`src/hdl/dma_prog_map.svh`:
```
// offsets, field positions and reset values of the dma programming port
`ifndef DMA_PROG_MAP_SVH
`define DMA_PROG_MAP_SVH

// ==========================================
// i/o port addresses
`define PORT_STAT_LO  16'h0008
`define PORT_MODE_LO  16'h000B
`define PORT_FUNC     16'h0018
`define PORT_EXEC     16'h001A
`define PORT_STAT_HI  16'h00D0
`define PORT_MODE_HI  16'h00D6

// ==========================================
// field positions
`define EM_WORD       6
`define EM_MEMWR      3
`define EM_XFER       2
`define EM_IOADR      0
`define CM_OP_MSB     3
`define CM_OP_LSB     2
`define CM_CH_MSB     1
`define FN_CMD_MSB    7
`define FN_CMD_LSB    4
`define FN_CH_MSB     2

// ==========================================
// reset values and fixed figures
`define MASK_RST      8'hFF
`define ARB0_RST      4'h0
`define ARB4_RST      4'h4
`define ARB_INACTIVE  4'h4
`define FIFO_DEPTH    8
`define FIFO_WIDTH    8

`endif

```
`src/hdl/dma_prog_pkg.sv`:
```
// types of the dma programming port
package dma_prog_pkg;

	// ==========================================
	// extended command codes
	typedef enum logic [3:0] {
		CMD_IOADR  = 4'b0000,
		CMD_MEMWR  = 4'b0010,
		CMD_MEMRD  = 4'b0011,
		CMD_CNTWR  = 4'b0100,
		CMD_CNTRD  = 4'b0101,
		CMD_STAT   = 4'b0110,
		CMD_MODE   = 4'b0111,
		CMD_ARB    = 4'b1000,
		CMD_MSET   = 4'b1001,
		CMD_MCLR   = 4'b1010,
		CMD_MASTER = 4'b1101
	} cmd_t;

	// compatible mode operation field
	typedef enum logic [1:0] {
		OP_VERIFY = 2'b00,
		OP_WRITE  = 2'b01,
		OP_READ   = 2'b10
	} op_t;

	// whole state of the programming port, apart from its answer fifo
	typedef struct packed {
		logic [7:0]        func;
		logic [1:0]        bptr;
		logic [7:0][7:0]   mode;
		logic [7:0][15:0]  ioadr;
		logic [7:0][23:0]  madr;
		logic [7:0][15:0]  cnt;
		logic [7:0]        mask;
		logic [7:0]        term_flag;
		logic [7:0]        req;
		logic [3:0]        arb0;
		logic [3:0]        arb4;
		logic              ch0_act;
		logic              svc_grant;
		logic              svc_word;
		logic              svc_memwr;
		logic              svc_xfer;
		logic [15:0]       svc_ioadr;
	} prog_state_t;

endpackage

```
`src/hdl/dma_channel_programming_port.sv`:
```
// dma channel programming port with its read-answer fifo
`timescale 1ns/1ps
`include "dma_prog_map.svh"

// ==========================================
// read-answer fifo
module answer_fifo #(
	parameter int WIDTH = 8,
	parameter int DEPTH = 8
) (
	input  wire logic             clk_sys,   // system clock
	input  wire logic             rst_b,     // sync reset, low
	input  wire logic             in_valid,  // push request
	output logic                  in_ready,  // room for a word
	input  wire logic [WIDTH-1:0] in_data,   // pushed word
	output logic                  out_valid, // head word present
	input  wire logic             out_ready, // pop request
	output logic [WIDTH-1:0]      out_data   // head word
);
	localparam int PW = (DEPTH > 1) ? $clog2(DEPTH) : 1;
	localparam int CW = $clog2(DEPTH + 1);

	typedef struct packed {
		logic [DEPTH-1:0][WIDTH-1:0] mem;
		logic [PW-1:0]               wptr;
		logic [PW-1:0]               rptr;
		logic [CW-1:0]               count;
		logic                        ready;
		logic                        valid;
		logic [WIDTH-1:0]            head;
	} fifo_state_t;

	fifo_state_t q;
	fifo_state_t d;
	logic        do_push;
	logic        do_pop;

	// pointer step with wrap at depth
	function automatic logic [PW-1:0] step(input logic [PW-1:0] p);
		step = (p == PW'(DEPTH - 1)) ? '0 : PW'(p + 1'b1);
	endfunction

	// flags and head are registered so every output is a flop
	always_comb begin
		d = q;
		do_push = in_valid && q.ready;
		do_pop  = out_ready && q.valid;
		if (do_push) begin
			d.mem[q.wptr] = in_data;
			d.wptr = step(q.wptr);
		end
		if (do_pop) begin
			d.rptr = step(q.rptr);
		end
		if (do_push && !do_pop) begin
			d.count = CW'(q.count + 1'b1);
		end else if (do_pop && !do_push) begin
			d.count = CW'(q.count - 1'b1);
		end
		d.ready = (d.count != CW'(DEPTH));
		d.valid = (d.count != '0);
		d.head  = d.mem[d.rptr];
	end

	always_ff @(posedge clk_sys) begin
		if (!rst_b) begin
			q <= '0;
			q.ready <= 1'b1;
		end else begin
			q <= d;
		end
	end

	assign in_ready  = q.ready;
	assign out_valid = q.valid;
	assign out_data  = q.head;
endmodule // answer_fifo

// ==========================================
// What this block does
// - compat mode bits 3:2 pick verify/write/read
// - compat mode bits 1:0 pick group channel
// - compat mode reformatted, never read back
// - per-channel 8-bit extended mode, read/write
// - extended bit 6 selects byte or word
// - extended bit 3 selects transfer direction
// - extended bit 2 verify versus real transfer
// - extended bit 0 zero or programmed address
// - status bits 3:0 flag terminal count
// - status bits 7:4 flag bus won
// - status clears on reset and read
// - function byte: command high, channel low
// - port 0018 loads, 001A executes function
// - function write resets byte pointer
// - each execute access moves pointer on, holding at 3
// - codes 9, A, D act at once
// - command code meanings, others reserved
// - code 8 writes channel 0/4 level
// - channels other than 0 and 4 answer level zero
// - channel 0 inactive at level 4
// - reset and master clear set masks
module dma_channel_programming_port (
	input  wire logic        clk_sys,       // system clock, 20 MHz
	input  wire logic        rst_b,         // sync reset, low
	input  wire logic [15:0] io_addr,       // i/o port address
	input  wire logic        io_wr,         // i/o write strobe
	input  wire logic        io_rd,         // i/o read strobe
	input  wire logic [7:0]  io_wdata,      // i/o write byte
	output logic             io_rd_ready,   // read may be taken
	output logic             rd_valid,      // answer byte present
	input  wire logic        rd_ready,      // answer byte taken
	output logic [7:0]       rd_data,       // answer byte
	input  wire logic [7:0]  term_event,    // terminal count pulses
	input  wire logic [7:0]  arb_won,       // level won bus pulses
	input  wire logic        svc_req,       // channel asks service
	input  wire logic [2:0]  svc_ch,        // asking channel
	output logic             svc_grant,     // channel may be served
	output logic             svc_word,      // 16-bit transfer
	output logic             svc_memwr,     // memory is written
	output logic             svc_xfer,      // real data transfer
	output logic [15:0]      svc_ioadr,     // i/o address to drive
	output logic [3:0]       arb_level0,    // level of channel 0
	output logic [3:0]       arb_level4,    // level of channel 4
	output logic             ch0_active,    // channel 0 usable
	output logic [7:0]       mask_out       // channel mask bits
);
	import dma_prog_pkg::*;

	prog_state_t q;
	prog_state_t d;
	logic        fifo_ready;
	logic        push;
	logic [7:0]  push_data;
	logic        rd_take;
	logic [2:0]  fch;
	cmd_t        fcmd;
	logic [7:0]  term_clr;
	logic [7:0]  req_clr;
	logic        exec;

	// byte p of a register, low byte first
	function automatic logic [7:0] get_byte(input logic [23:0] v,
	                                        input logic [1:0] p);
		case (p)
			2'b00:   get_byte = v[7:0];
			2'b01:   get_byte = v[15:8];
			2'b10:   get_byte = v[23:16];
			default: get_byte = 8'h00;
		endcase
	endfunction

	// number of bytes behind the pointer for a command
	function automatic logic [1:0] cmd_bytes(input cmd_t c);
		case (c)
			CMD_IOADR: cmd_bytes = 2'd2;
			CMD_MEMWR: cmd_bytes = 2'd3;
			CMD_MEMRD: cmd_bytes = 2'd3;
			CMD_CNTWR: cmd_bytes = 2'd2;
			CMD_CNTRD: cmd_bytes = 2'd2;
			default:   cmd_bytes = 2'd1;
		endcase
	endfunction

	// status byte of the group holding channel c
	function automatic logic [7:0] stat_byte(input logic [7:0] tf,
	                                         input logic [7:0] rq,
	                                         input logic g);
		stat_byte = g ? {rq[7:4], tf[7:4]} : {rq[3:0], tf[3:0]};
	endfunction

	// compat byte reformatted into extended layout
	function automatic logic [7:0] compat_to_ext(input logic [7:0] old,
	                                             input logic [7:0] w);
		compat_to_ext = old;
		case (op_t'(w[`CM_OP_MSB:`CM_OP_LSB]))
			OP_VERIFY: begin
				compat_to_ext[`EM_XFER]  = 1'b0;
				compat_to_ext[`EM_MEMWR] = 1'b0;
			end
			OP_WRITE: begin
				compat_to_ext[`EM_XFER]  = 1'b1;
				compat_to_ext[`EM_MEMWR] = 1'b1;
			end
			OP_READ: begin
				compat_to_ext[`EM_XFER]  = 1'b1;
				compat_to_ext[`EM_MEMWR] = 1'b0;
			end
			default: compat_to_ext = old; // reserved pattern ignored
		endcase
	endfunction

	// ==========================================
	// next state
	always_comb begin
		d = q;
		push = 1'b0;
		push_data = 8'h00;
		term_clr = 8'h00;
		req_clr = 8'h00;
		rd_take = io_rd && fifo_ready;
		fch = q.func[`FN_CH_MSB:0];
		fcmd = cmd_t'(q.func[`FN_CMD_MSB:`FN_CMD_LSB]);
		exec = (io_addr == `PORT_EXEC) && (io_wr || rd_take);

		// function port write and direct commands
		if (io_wr && io_addr == `PORT_FUNC) begin
			d.func = io_wdata;
			d.bptr = 2'b00;
			case (cmd_t'(io_wdata[`FN_CMD_MSB:`FN_CMD_LSB]))
				CMD_MSET:   d.mask[io_wdata[`FN_CH_MSB:0]] = 1'b1;
				CMD_MCLR:   d.mask[io_wdata[`FN_CH_MSB:0]] = 1'b0;
				CMD_MASTER: begin
					d.mask = `MASK_RST;
					term_clr = 8'hFF;
					req_clr = 8'hFF;
				end
				default: ;
			endcase
		end

		// compatible mode ports, write only
		if (io_wr && io_addr == `PORT_MODE_LO) begin
			d.mode[{1'b0, io_wdata[`CM_CH_MSB:0]}] =
				compat_to_ext(q.mode[{1'b0, io_wdata[`CM_CH_MSB:0]}], io_wdata);
		end
		if (io_wr && io_addr == `PORT_MODE_HI) begin
			d.mode[{1'b1, io_wdata[`CM_CH_MSB:0]}] =
				compat_to_ext(q.mode[{1'b1, io_wdata[`CM_CH_MSB:0]}], io_wdata);
		end

		// every taken read yields one answer byte, unmapped reads zero
		if (rd_take) begin
			push = 1'b1;
		end
		if (rd_take && io_addr == `PORT_STAT_LO) begin
			push_data = stat_byte(q.term_flag, q.req, 1'b0);
			term_clr[3:0] = 4'hF;
			req_clr[3:0] = 4'hF;
		end
		if (rd_take && io_addr == `PORT_STAT_HI) begin
			push_data = stat_byte(q.term_flag, q.req, 1'b1);
			term_clr[7:4] = 4'hF;
			req_clr[7:4] = 4'hF;
		end

		// execute port: one byte, then pointer moves unless already at 3
		if (exec) begin
			if (q.bptr != 2'b11) begin
				d.bptr = 2'(q.bptr + 1'b1); // no wrap until next function write
			end
			if (q.bptr < cmd_bytes(fcmd)) begin
				case (fcmd)
					CMD_IOADR: begin
						if (io_wr) begin
							d.ioadr[fch][{q.bptr[0], 3'b000} +: 8] = io_wdata;
						end else begin
							push_data = get_byte({8'h00, q.ioadr[fch]}, q.bptr);
						end
					end
					CMD_MEMWR: begin
						if (io_wr) begin
							d.madr[fch][{q.bptr, 3'b000} +: 8] = io_wdata;
						end
					end
					CMD_MEMRD: begin
						if (!io_wr) begin
							push_data = get_byte(q.madr[fch], q.bptr);
						end
					end
					CMD_CNTWR: begin
						if (io_wr) begin
							d.cnt[fch][{q.bptr[0], 3'b000} +: 8] = io_wdata;
						end
					end
					CMD_CNTRD: begin
						if (!io_wr) begin
							push_data = get_byte({8'h00, q.cnt[fch]}, q.bptr);
						end
					end
					CMD_STAT: begin
						if (!io_wr) begin
							push_data = stat_byte(q.term_flag, q.req, fch[2]);
							term_clr[{fch[2], 2'b00} +: 4] = 4'hF;
							req_clr[{fch[2], 2'b00} +: 4] = 4'hF;
						end
					end
					CMD_MODE: begin
						if (io_wr) begin
							d.mode[fch] = io_wdata;
						end else begin
							push_data = q.mode[fch];
						end
					end
					CMD_ARB: begin
						if (io_wr && fch == 3'd0) begin
							d.arb0 = io_wdata[3:0];
						end
						if (io_wr && fch == 3'd4) begin
							d.arb4 = io_wdata[3:0];
						end
						if (!io_wr && fch == 3'd0) begin
							push_data = {4'h0, q.arb0};
						end
						if (!io_wr && fch == 3'd4) begin
							push_data = {4'h0, q.arb4};
						end
					end
					default: ; // reserved codes do nothing
				endcase
			end
		end

		// events set after clears so a same-cycle event survives
		d.term_flag = (q.term_flag & ~term_clr) | term_event;
		d.req = (q.req & ~req_clr) | arb_won;

		d.ch0_act = (d.arb0 != `ARB_INACTIVE);

		// settings of the requesting channel; masked ones not served
		d.svc_grant = 1'b0;
		if (svc_req) begin
			d.svc_grant = !q.mask[svc_ch] &&
				!(svc_ch == 3'd0 && !q.ch0_act);
			d.svc_word  = q.mode[svc_ch][`EM_WORD];
			d.svc_memwr = q.mode[svc_ch][`EM_MEMWR];
			d.svc_xfer  = q.mode[svc_ch][`EM_XFER];
			d.svc_ioadr = q.mode[svc_ch][`EM_IOADR] ?
				q.ioadr[svc_ch] : 16'h0000;
		end
	end

	// ==========================================
	// state register
	always_ff @(posedge clk_sys) begin
		if (!rst_b) begin
			q <= '0;
			q.mask <= `MASK_RST;
			q.arb0 <= `ARB0_RST;
			q.arb4 <= `ARB4_RST;
			q.ch0_act <= (`ARB0_RST != `ARB_INACTIVE);
		end else begin
			q <= d;
		end
	end

	// ==========================================
	// answer fifo; a full fifo refuses reads via io_rd_ready
	answer_fifo #(
		.WIDTH (`FIFO_WIDTH),
		.DEPTH (`FIFO_DEPTH)
	) u_answer (
		.clk_sys   (clk_sys),
		.rst_b     (rst_b),
		.in_valid  (push),
		.in_ready  (fifo_ready),
		.in_data   (push_data),
		.out_valid (rd_valid),
		.out_ready (rd_ready),
		.out_data  (rd_data)
	);

	// registered outputs; the arbiter answers with the level values
	assign io_rd_ready = fifo_ready;
	assign svc_grant   = q.svc_grant;
	assign svc_word    = q.svc_word;
	assign svc_memwr   = q.svc_memwr;
	assign svc_xfer    = q.svc_xfer;
	assign svc_ioadr   = q.svc_ioadr;
	assign arb_level0  = q.arb0;
	assign arb_level4  = q.arb4;
	assign ch0_active  = q.ch0_act;
	assign mask_out    = q.mask;
endmodule // dma_channel_programming_port

```
`config.mk`:
```
export PLATFORM = sky130hd
export DESIGN_NAME = dma_channel_programming_port
export DESIGN_NICKNAME = d
export VERILOG_FILES = /design/src/hdl/dma_prog_pkg.sv /design/src/hdl/dma_channel_programming_port.sv
export VERILOG_INCLUDE_DIRS = /design/src /design/src/hdl
export SDC_FILE = /design/constraint.sdc
export NUM_CORES = 2
export LEC_CHECK = 0
export ABC_AREA = 1
export CAP_MARGIN = 20
export CELL_PAD_IN_SITES_DETAIL_PLACEMENT = 1
export CELL_PAD_IN_SITES_GLOBAL_PLACEMENT = 1
export CORE_AREA = 2 2 274 276
export CTS_CLUSTER_SIZE = 16
export DETAILED_ROUTE_END_ITERATION = 12
export DIE_AREA = 0 0 276 278
export DONT_BUFFER_PORTS = 1
export PLACE_DENSITY = 0.79
export SLEW_MARGIN = 40
export SYNTH_ARGS = -nofsm -noshare
export SYNTH_HDL_FRONTEND = slang
export SYNTH_SLANG_ARGS = --single-unit
```
`constraint.sdc`:
```
create_clock -name clk_sys -period 2.6 [get_ports clk_sys]
set_input_delay 0.39 -clock clk_sys [delete_from_list [all_inputs] [get_ports clk_sys]]
set_output_delay 0.39 -clock clk_sys [all_outputs]
set_load 0.005 [all_outputs]
```
**Yosys cells after proc, flatten, opt, wreduce, memory -nomap -nowiden**

Cells that the tools add are included.

- Magnitude comparators: 13
- Add/subtract/negate cells: 8
- Shifts and indexed selects: 6
- Reductions and logical operators: 44
- Divide/modulo/power cells: 0
- Bitwise operators: 8
- Muxes and demuxes: 104
- Equal/unequal tests: 26
- Multiply operators: 0

Operators by type and width:

| operator | count |
|---|---|
| 2-to-1 mux 514 bit | 1 |
| 2-to-1 mux 128 bit | 4 |
| 2-to-1 mux 512 bit | 1 |
| 2-to-1 mux 192 bit | 2 |
| bitwise mux 128 bit | 2 |
| bitwise mux 64 bit | 4 |
| 2-to-1 mux 64 bit | 4 |
| 2-to-1 mux 8 bit | 29 |
| bitwise mux 192 bit | 1 |
| binary-select mux 16 bit (select 3 bit) | 3 |
| 2-to-1 mux 16 bit | 5 |
| binary-select mux 24 bit (select 3 bit) | 1 |
| binary-select mux 8 bit (select 3 bit) | 3 |
| demux 24 bit (select 3 bit) | 1 |
| 2-to-1 mux 67 bit | 1 |
| demux 16 bit (select 3 bit) | 1 |
| demux 8 bit (select 3 bit) | 2 |
| 2-to-1 mux 24 bit | 2 |
| one-hot mux 8 bit (3 select lines) | 2 |
| one-hot mux 8 bit (6 select lines) | 1 |
| binary-select mux 8 bit (select 2 bit) | 2 |
| demux 8 bit (select 2 bit) | 2 |
| == test 16 x 4 -> 1 bit (second input constant) | 2 |
| == test 16 x 5 -> 1 bit (second input constant) | 2 |
| 54 further kinds | 131 |

- Latch bits: 0
- Memories kept: 0
- Bits in registers: 659
- Word-level logic and storage cells: 268
- Bits in writable memories: 0
- Output and inout bits: 47
- Memory bits (read-only): 0
- Input port bits: 49

**Logic depth before layout (Yosys ltp)**

- Depth after elaboration: 13
- Mapped depth: 24
- Gate-level depth less buffers: 22

**Hierarchy**

A second synthesis with hierarchy kept.

- Cell total of the unflattened synthesis: 4682
- Area, all modules: 31929.4 um2

By module, submodules not included:

| module | instances | seq. area each (um2) | cells each | area each (um2) |
|---|---|---|---|---|
| dma_channel_programming_port | 1 | 11491.0 | 4123 | 27946.8 |
| answer_fifo | 1 | 1681.6 | 559 | 3982.6 |

**Least setup slack after synthesis**

No wires, ideal clock.

- Path kind: register to register
- Start point: register q[565] in the netlist's numbering
- End point: register u_answer.q, in the netlist u_answer.out_data[6]
- Clock period less this slack: 2.804 ns
- Path slack: -0.204 ns
- Cell stages (with the launch flop): 21
- Buffers on the path: 4
- Library setup time: 0.112 ns
- Arrival time: 2.691 ns
- Data required time: 2.488 ns
- Cells stage by stage: dfxtp_1 clkbuf_1 clkinv_1 clkbuf_1 ha_1 clkbuf_1 clkbuf_1 inv_1 a21oi_1 o21ai_0 nand2_1 nor2_1 nand2_1 nand2_2 nand2_1 nand2_1 nand2_1 nand3_1 nand2_1 nand2_1 nand2_1

- Longest elaborated chain between the ends: 10
- Elaborated cells between the ends (all ways): 17
- Classes of those cells: order compare: 1; eq/ne: 2; mux: 13; reduce/logical: 1

Ends and longest elaborated chain:

| element | line | RTL |
|---|---|---|
| from (decl) | dma_channel_programming_port.sv:129 | `prog_state_t q;` |
| == test 2 bit (tied with other cells) | dma_channel_programming_port.sv:144 | `case (p)` |
| one-hot mux 8 bit (3 select lines) / one-hot mux 8 bit (2 select lines) (equally long branches) | dma_channel_programming_port.sv:144 |  |
| 2-to-1 mux 8 bit, on equally long branches | dma_channel_programming_port.sv:266, dma_channel_programming_port.sv:254, dma_channel_programming_port.sv:276 |  |
| one-hot mux 8 bit (6 select lines) | dma_channel_programming_port.sv:252 | `case (fcmd)` |
| 2-to-1 mux 8 bit (*) | dma_channel_programming_port.sv:251 | `if (q.bptr < cmd_bytes(fcmd)) begin` |
| 2-to-1 mux 8 bit (*) | dma_channel_programming_port.sv:247 | `if (exec) begin` |
| bitwise mux 64 bit (*) | dma_channel_programming_port.sv:49 | `d.mem[q.wptr] = in_data;` |
| 2-to-1 mux 67 bit (*) | dma_channel_programming_port.sv:48 | `if (do_push) begin` |
| binary-select mux 8 bit (select 3 bit) (*) | dma_channel_programming_port.sv:62 | `d.head = d.mem[d.rptr];` |
| 2-to-1 mux 8 bit (not written as such) (*) | dma_channel_programming_port.sv:62 |  |
| to (decl) | dma_channel_programming_port.sv:33 | `fifo_state_t q;` |

Mark *: on every way between the ends. The rest lies on a longest branch, timed or not. The select of a mux whose other input is x is not followed.
A chain may end at the register's enable or synchronous reset.

**Final worst setup path**

- Start point: register q, in the netlist fch[1]
- End point: register u_answer.q, in the netlist u_answer.out_data[6]

- Longest elaborated chain between the ends: 11
- Elaborated cells between the ends (all ways): 28
- Classes of those cells: eq/ne: 1; mux: 24; reduce/logical: 3

Ends and longest elaborated chain:

| element | line | RTL |
|---|---|---|
| binary-select mux 24 bit (select 3 bit) (tied with other cells) | dma_channel_programming_port.sv:267 | `push_data = get_byte(q.madr[fch], q.bptr);` |
| 2-to-1 mux 24 bit (not written as such) (tied with other cells) | dma_channel_programming_port.sv:267 |  |
| one-hot mux 8 bit (3 select lines) (tied with other cells) | dma_channel_programming_port.sv:144 |  |
| 2-to-1 mux 8 bit, on equally long branches | -- |  |
| one-hot mux 8 bit (6 select lines) (*) | dma_channel_programming_port.sv:252 |  |
| 2-to-1 mux 8 bit (*) | dma_channel_programming_port.sv:251 |  |
| 2-to-1 mux 8 bit (*) | dma_channel_programming_port.sv:247 |  |
| bitwise mux 64 bit (*) | dma_channel_programming_port.sv:49 |  |
| 2-to-1 mux 67 bit (*) | dma_channel_programming_port.sv:48 |  |
| binary-select mux 8 bit (select 3 bit) (*) | dma_channel_programming_port.sv:62 |  |
| 2-to-1 mux 8 bit (not written as such) (*) | dma_channel_programming_port.sv:62 |  |

Marked as above.

==> results_dict.tcl <==
set metrics [dict create \
    synthFlopType "dfxtp_1" \
    rows 100 \
    arrival_ns 3.53 \
    syn_nets 4546 \
    rsz0062_at_grt "true" \
    clock_sinks 658 \
    antenna_cells 0 \
    path_buf_inv 4 \
    syn-cell-area_um2 30800 \
    cts_tree "built" \
    route.detailed.drc 7 \
    worstMarginPinSlew_ns 1.73 \
    ys_warn_count 0 \
    max-slew-margin-rel_pct -15.1 \
    gr-usage-all-layers_pct 33.3 \
    critPathKind "reg -> reg" \
    fin_crit_sh_pct 115 \
    clkTransAtPathRegs_ns 0.07 \
    grt_pass1_vias 34900 \
    whs_endpoint "u_answer.q[29]" \
    grt_max_degree 526 \
    ctsHtreeMaxLevel 3 \
    placed_cells 5511 \
    fillers 9142 \
    synth_edf_count 0 \
    clockBufferDepth 3 \
    antenna_found_initial 2 \
    die_w_um 276 \
    cp_max_fo 8 \
    synth_seq_cells 658 \
    avgSynthCellArea_um2 6.87 \
    min_delay_path_depth 2 \
    status "complete, but fails checks" \
    whs_ns -0.0151 \
    ff_latch_area_um2 13200 \
    clk-insertion-delay-late_ns 0.67 \
    vias 36000 \
    firstDrtPassIters 10 \
    via_per_inst 6.25 \
    final_cells 5756 \
    end_kind "flop" \
    wl_um 147000 \
    ys_types 39 \
    final_util_pct 53.5 \
    synthToLayoutAreaGrowth_pct 28.3 \
    netlist_instances 4481 \
    crit_chain "nand2_4, buf_12, inv_1, nand2_2, buf_12, buf_4, o22ai_1, nor2_1, nand3_1, nand4_1, nor2_4, nand2_2, nand2_4, nand2_1, nand2_1, nand2_1, nand3_1, nand2_1, nand2_1, nand2_1" \
    setup_viol 153 \
    initialDrtViolationCount 3954 \
    yosysMostFrequentCell "nand2_1" \
    synth_top_area_cell "dfxtp_1" \
    min-delay-start "rst_b" \
    slowest_stage "dfxtp_4" \
    yosys-top-cells-count "892 x nand2_1, 743 x o21ai_0, 658 x dfxtp_1" \
    min_path_type "in -> reg" \
    place_congestion 0.907 \
    ant_nets 0 \
    async_flop_share_pct 0 \
    power_mw 23.2 \
    dp_hpwl_um 81700 \
    finalHoldViolCount 6 \
    nets 4798 \
    die_y_um 278 \
    drv_slew 174 \
    timing.rr.start "fch[1]" \
    r2r_slack_ns -0.39 \
    wl_per_cell_um 25.6 \
    cpPeakStageDelay_ns 0.43 \
    io_buffer_count 0 \
    synth_top_area_share_pct 42.8 \
    period_minus_slack_ns 2.99 \
    r2r-end "u_answer.out_data[6]" \
    boundaryPins 96 \
    ff2ff_path_depth 20 \
    p_leak_nw 16.5 \
    ys_top_cells_by_area "dfxtp_1 43%, o21ai_0 12%, nand2_1 11%" \
    powerDensity_nw_per_um2 587 \
    multi_input_area_um2 16500 \
    start_util_pct 41.7 \
    coreArea_um2 73800 \
    finalWorstSetupSlack_ns -0.390 \
    crit_family "simple AND/OR/NAND/NOR gates" \
    overflow 0 \
    required_ns 3.14 \
    violations "design-rule violations, negative hold slack, max-slew violations, negative setup slack" \
    path_common_cell "nand2_1" \
    fmax_ghz 0.334 \
    numCtsBuffers 74 \
    yosysSeqAreaShare_pct 42.8 \
    grt_pass1_wl_um 203000 \
    ir_worst_vdd_mv 0.456 \
    clock-skew-final_ns 0.0543 \
    die-area_um2 76700 \
    drv_cap 0 \
    critPathLaunchType "flop" \
    drive_above_1_share_pct 21.4 \
    cts_root_buf "clkbuf_16" \
]
==> area by class of cell <==
cell class / count / share of cell area, %
repair buffers: 521 / 13.1
inverters: 248 / 2.44
multi-input cells: 3230 / 41.8
flip-flops and latches: 658 / 33.4
clock inverters: 18 / 0.522
well taps: 969 / 3.07
clock buffers: 112 / 5.69
==> metrics by stage <==
stage | worst slack (ns) | hold WS (ns) | area (µm²) | setup TNS [ns]
5_1_grt | -0.443 | -0.00572 | 39500 | -26.09
2_1_floorplan | 0.0163 | 0.429 | 30800 | 0
6_report | -0.390 | -0.0151 | 39500 | -11.58
3_5_place_dp | -0.292 | 0.447 | 34200 | -8.14
4_1_cts | -0.0744 | -0.0980 | 38000 | -0.411
3_3_place_gp | -0.221 | 0.441 | 34200 | -2.43
==> cell usage in the layout, fill, tap and decap left out, types with 60 or more instances in the layout <==
cell type  Yosys  final
clkbuf_16      0     81
o21ai_0      743    671
inv_1        227    215
or2_2         72     71
nor2_1       425    365
buf_4         42    344
nand2_2       12    121
dfxtp_1      658    651
nand4_1       90     90
nand3_1      210    177
buf_12         0     60
a21oi_1      610    605
nand2_1      892    741
==> logic make-up (layout without fill, tap and decap cells) <==
| kind of cell | Yosys count | after routing | share of synthesized area, % |
|---|---|---|---|
| adders and majority gates | 16 | 16 | 0.650 |
| buffers and inverters | 593 | 899 | 8.05 |
| AOI/OAI and AO/OA | 1460 | 1460 | 24.4 |
| and+or+nand+nor | 1746 | 1746 | 23.8 |
| DFF | 658 | 658 | 42.8 |
| xor gates and xnor gates | 3 | 3 | 0.0853 |
| muxes | 5 | 5 | 0.167 |
==> routing by layer <==
metal  GRT usage [%]  up-vias  share of wire (%)
met4            18.3        4                6.6
met1            41.3    17700                 38
met2            55.2     2046                 46
met5               0        -              0.017
met3            5.60      691                9.6
li1                -    15600                  -
==> how the worst max path moves through the flow <==
stage,from,endpoint,depth (start not counted)
after floorplan,fcmd[0],u_answer.out_data[0],21
after global placement,fch[0],u_answer.out_data[0],23
after detailed placement,fch[2],u_answer.out_data[6],21
after CTS,fch[1],u_answer.out_data[3],27
after global routing,fch[1],u_answer.out_data[6],20
final,fch[1],u_answer.out_data[6],20
==> power breakdown <==
part           switching (mW)  leakage, nW  internal [mW]
Sequential              0.116         5.32           10.2
Clock                    4.65         1.21           6.37
Combinational            1.24         9.93          0.617
==> what timing repair did <==
item | CTS | global route
setup endpoints to repair | 261 | 584
resized for setup | 180 | 389
buffers inserted | 37 | 31
pin swaps | 72 | 108
hold buffers | 36 | 1
hold endpoints to repair | 265 | 46
gates cloned | 5 | 10
Note: power is estimated with default switching activity, not from simulation.
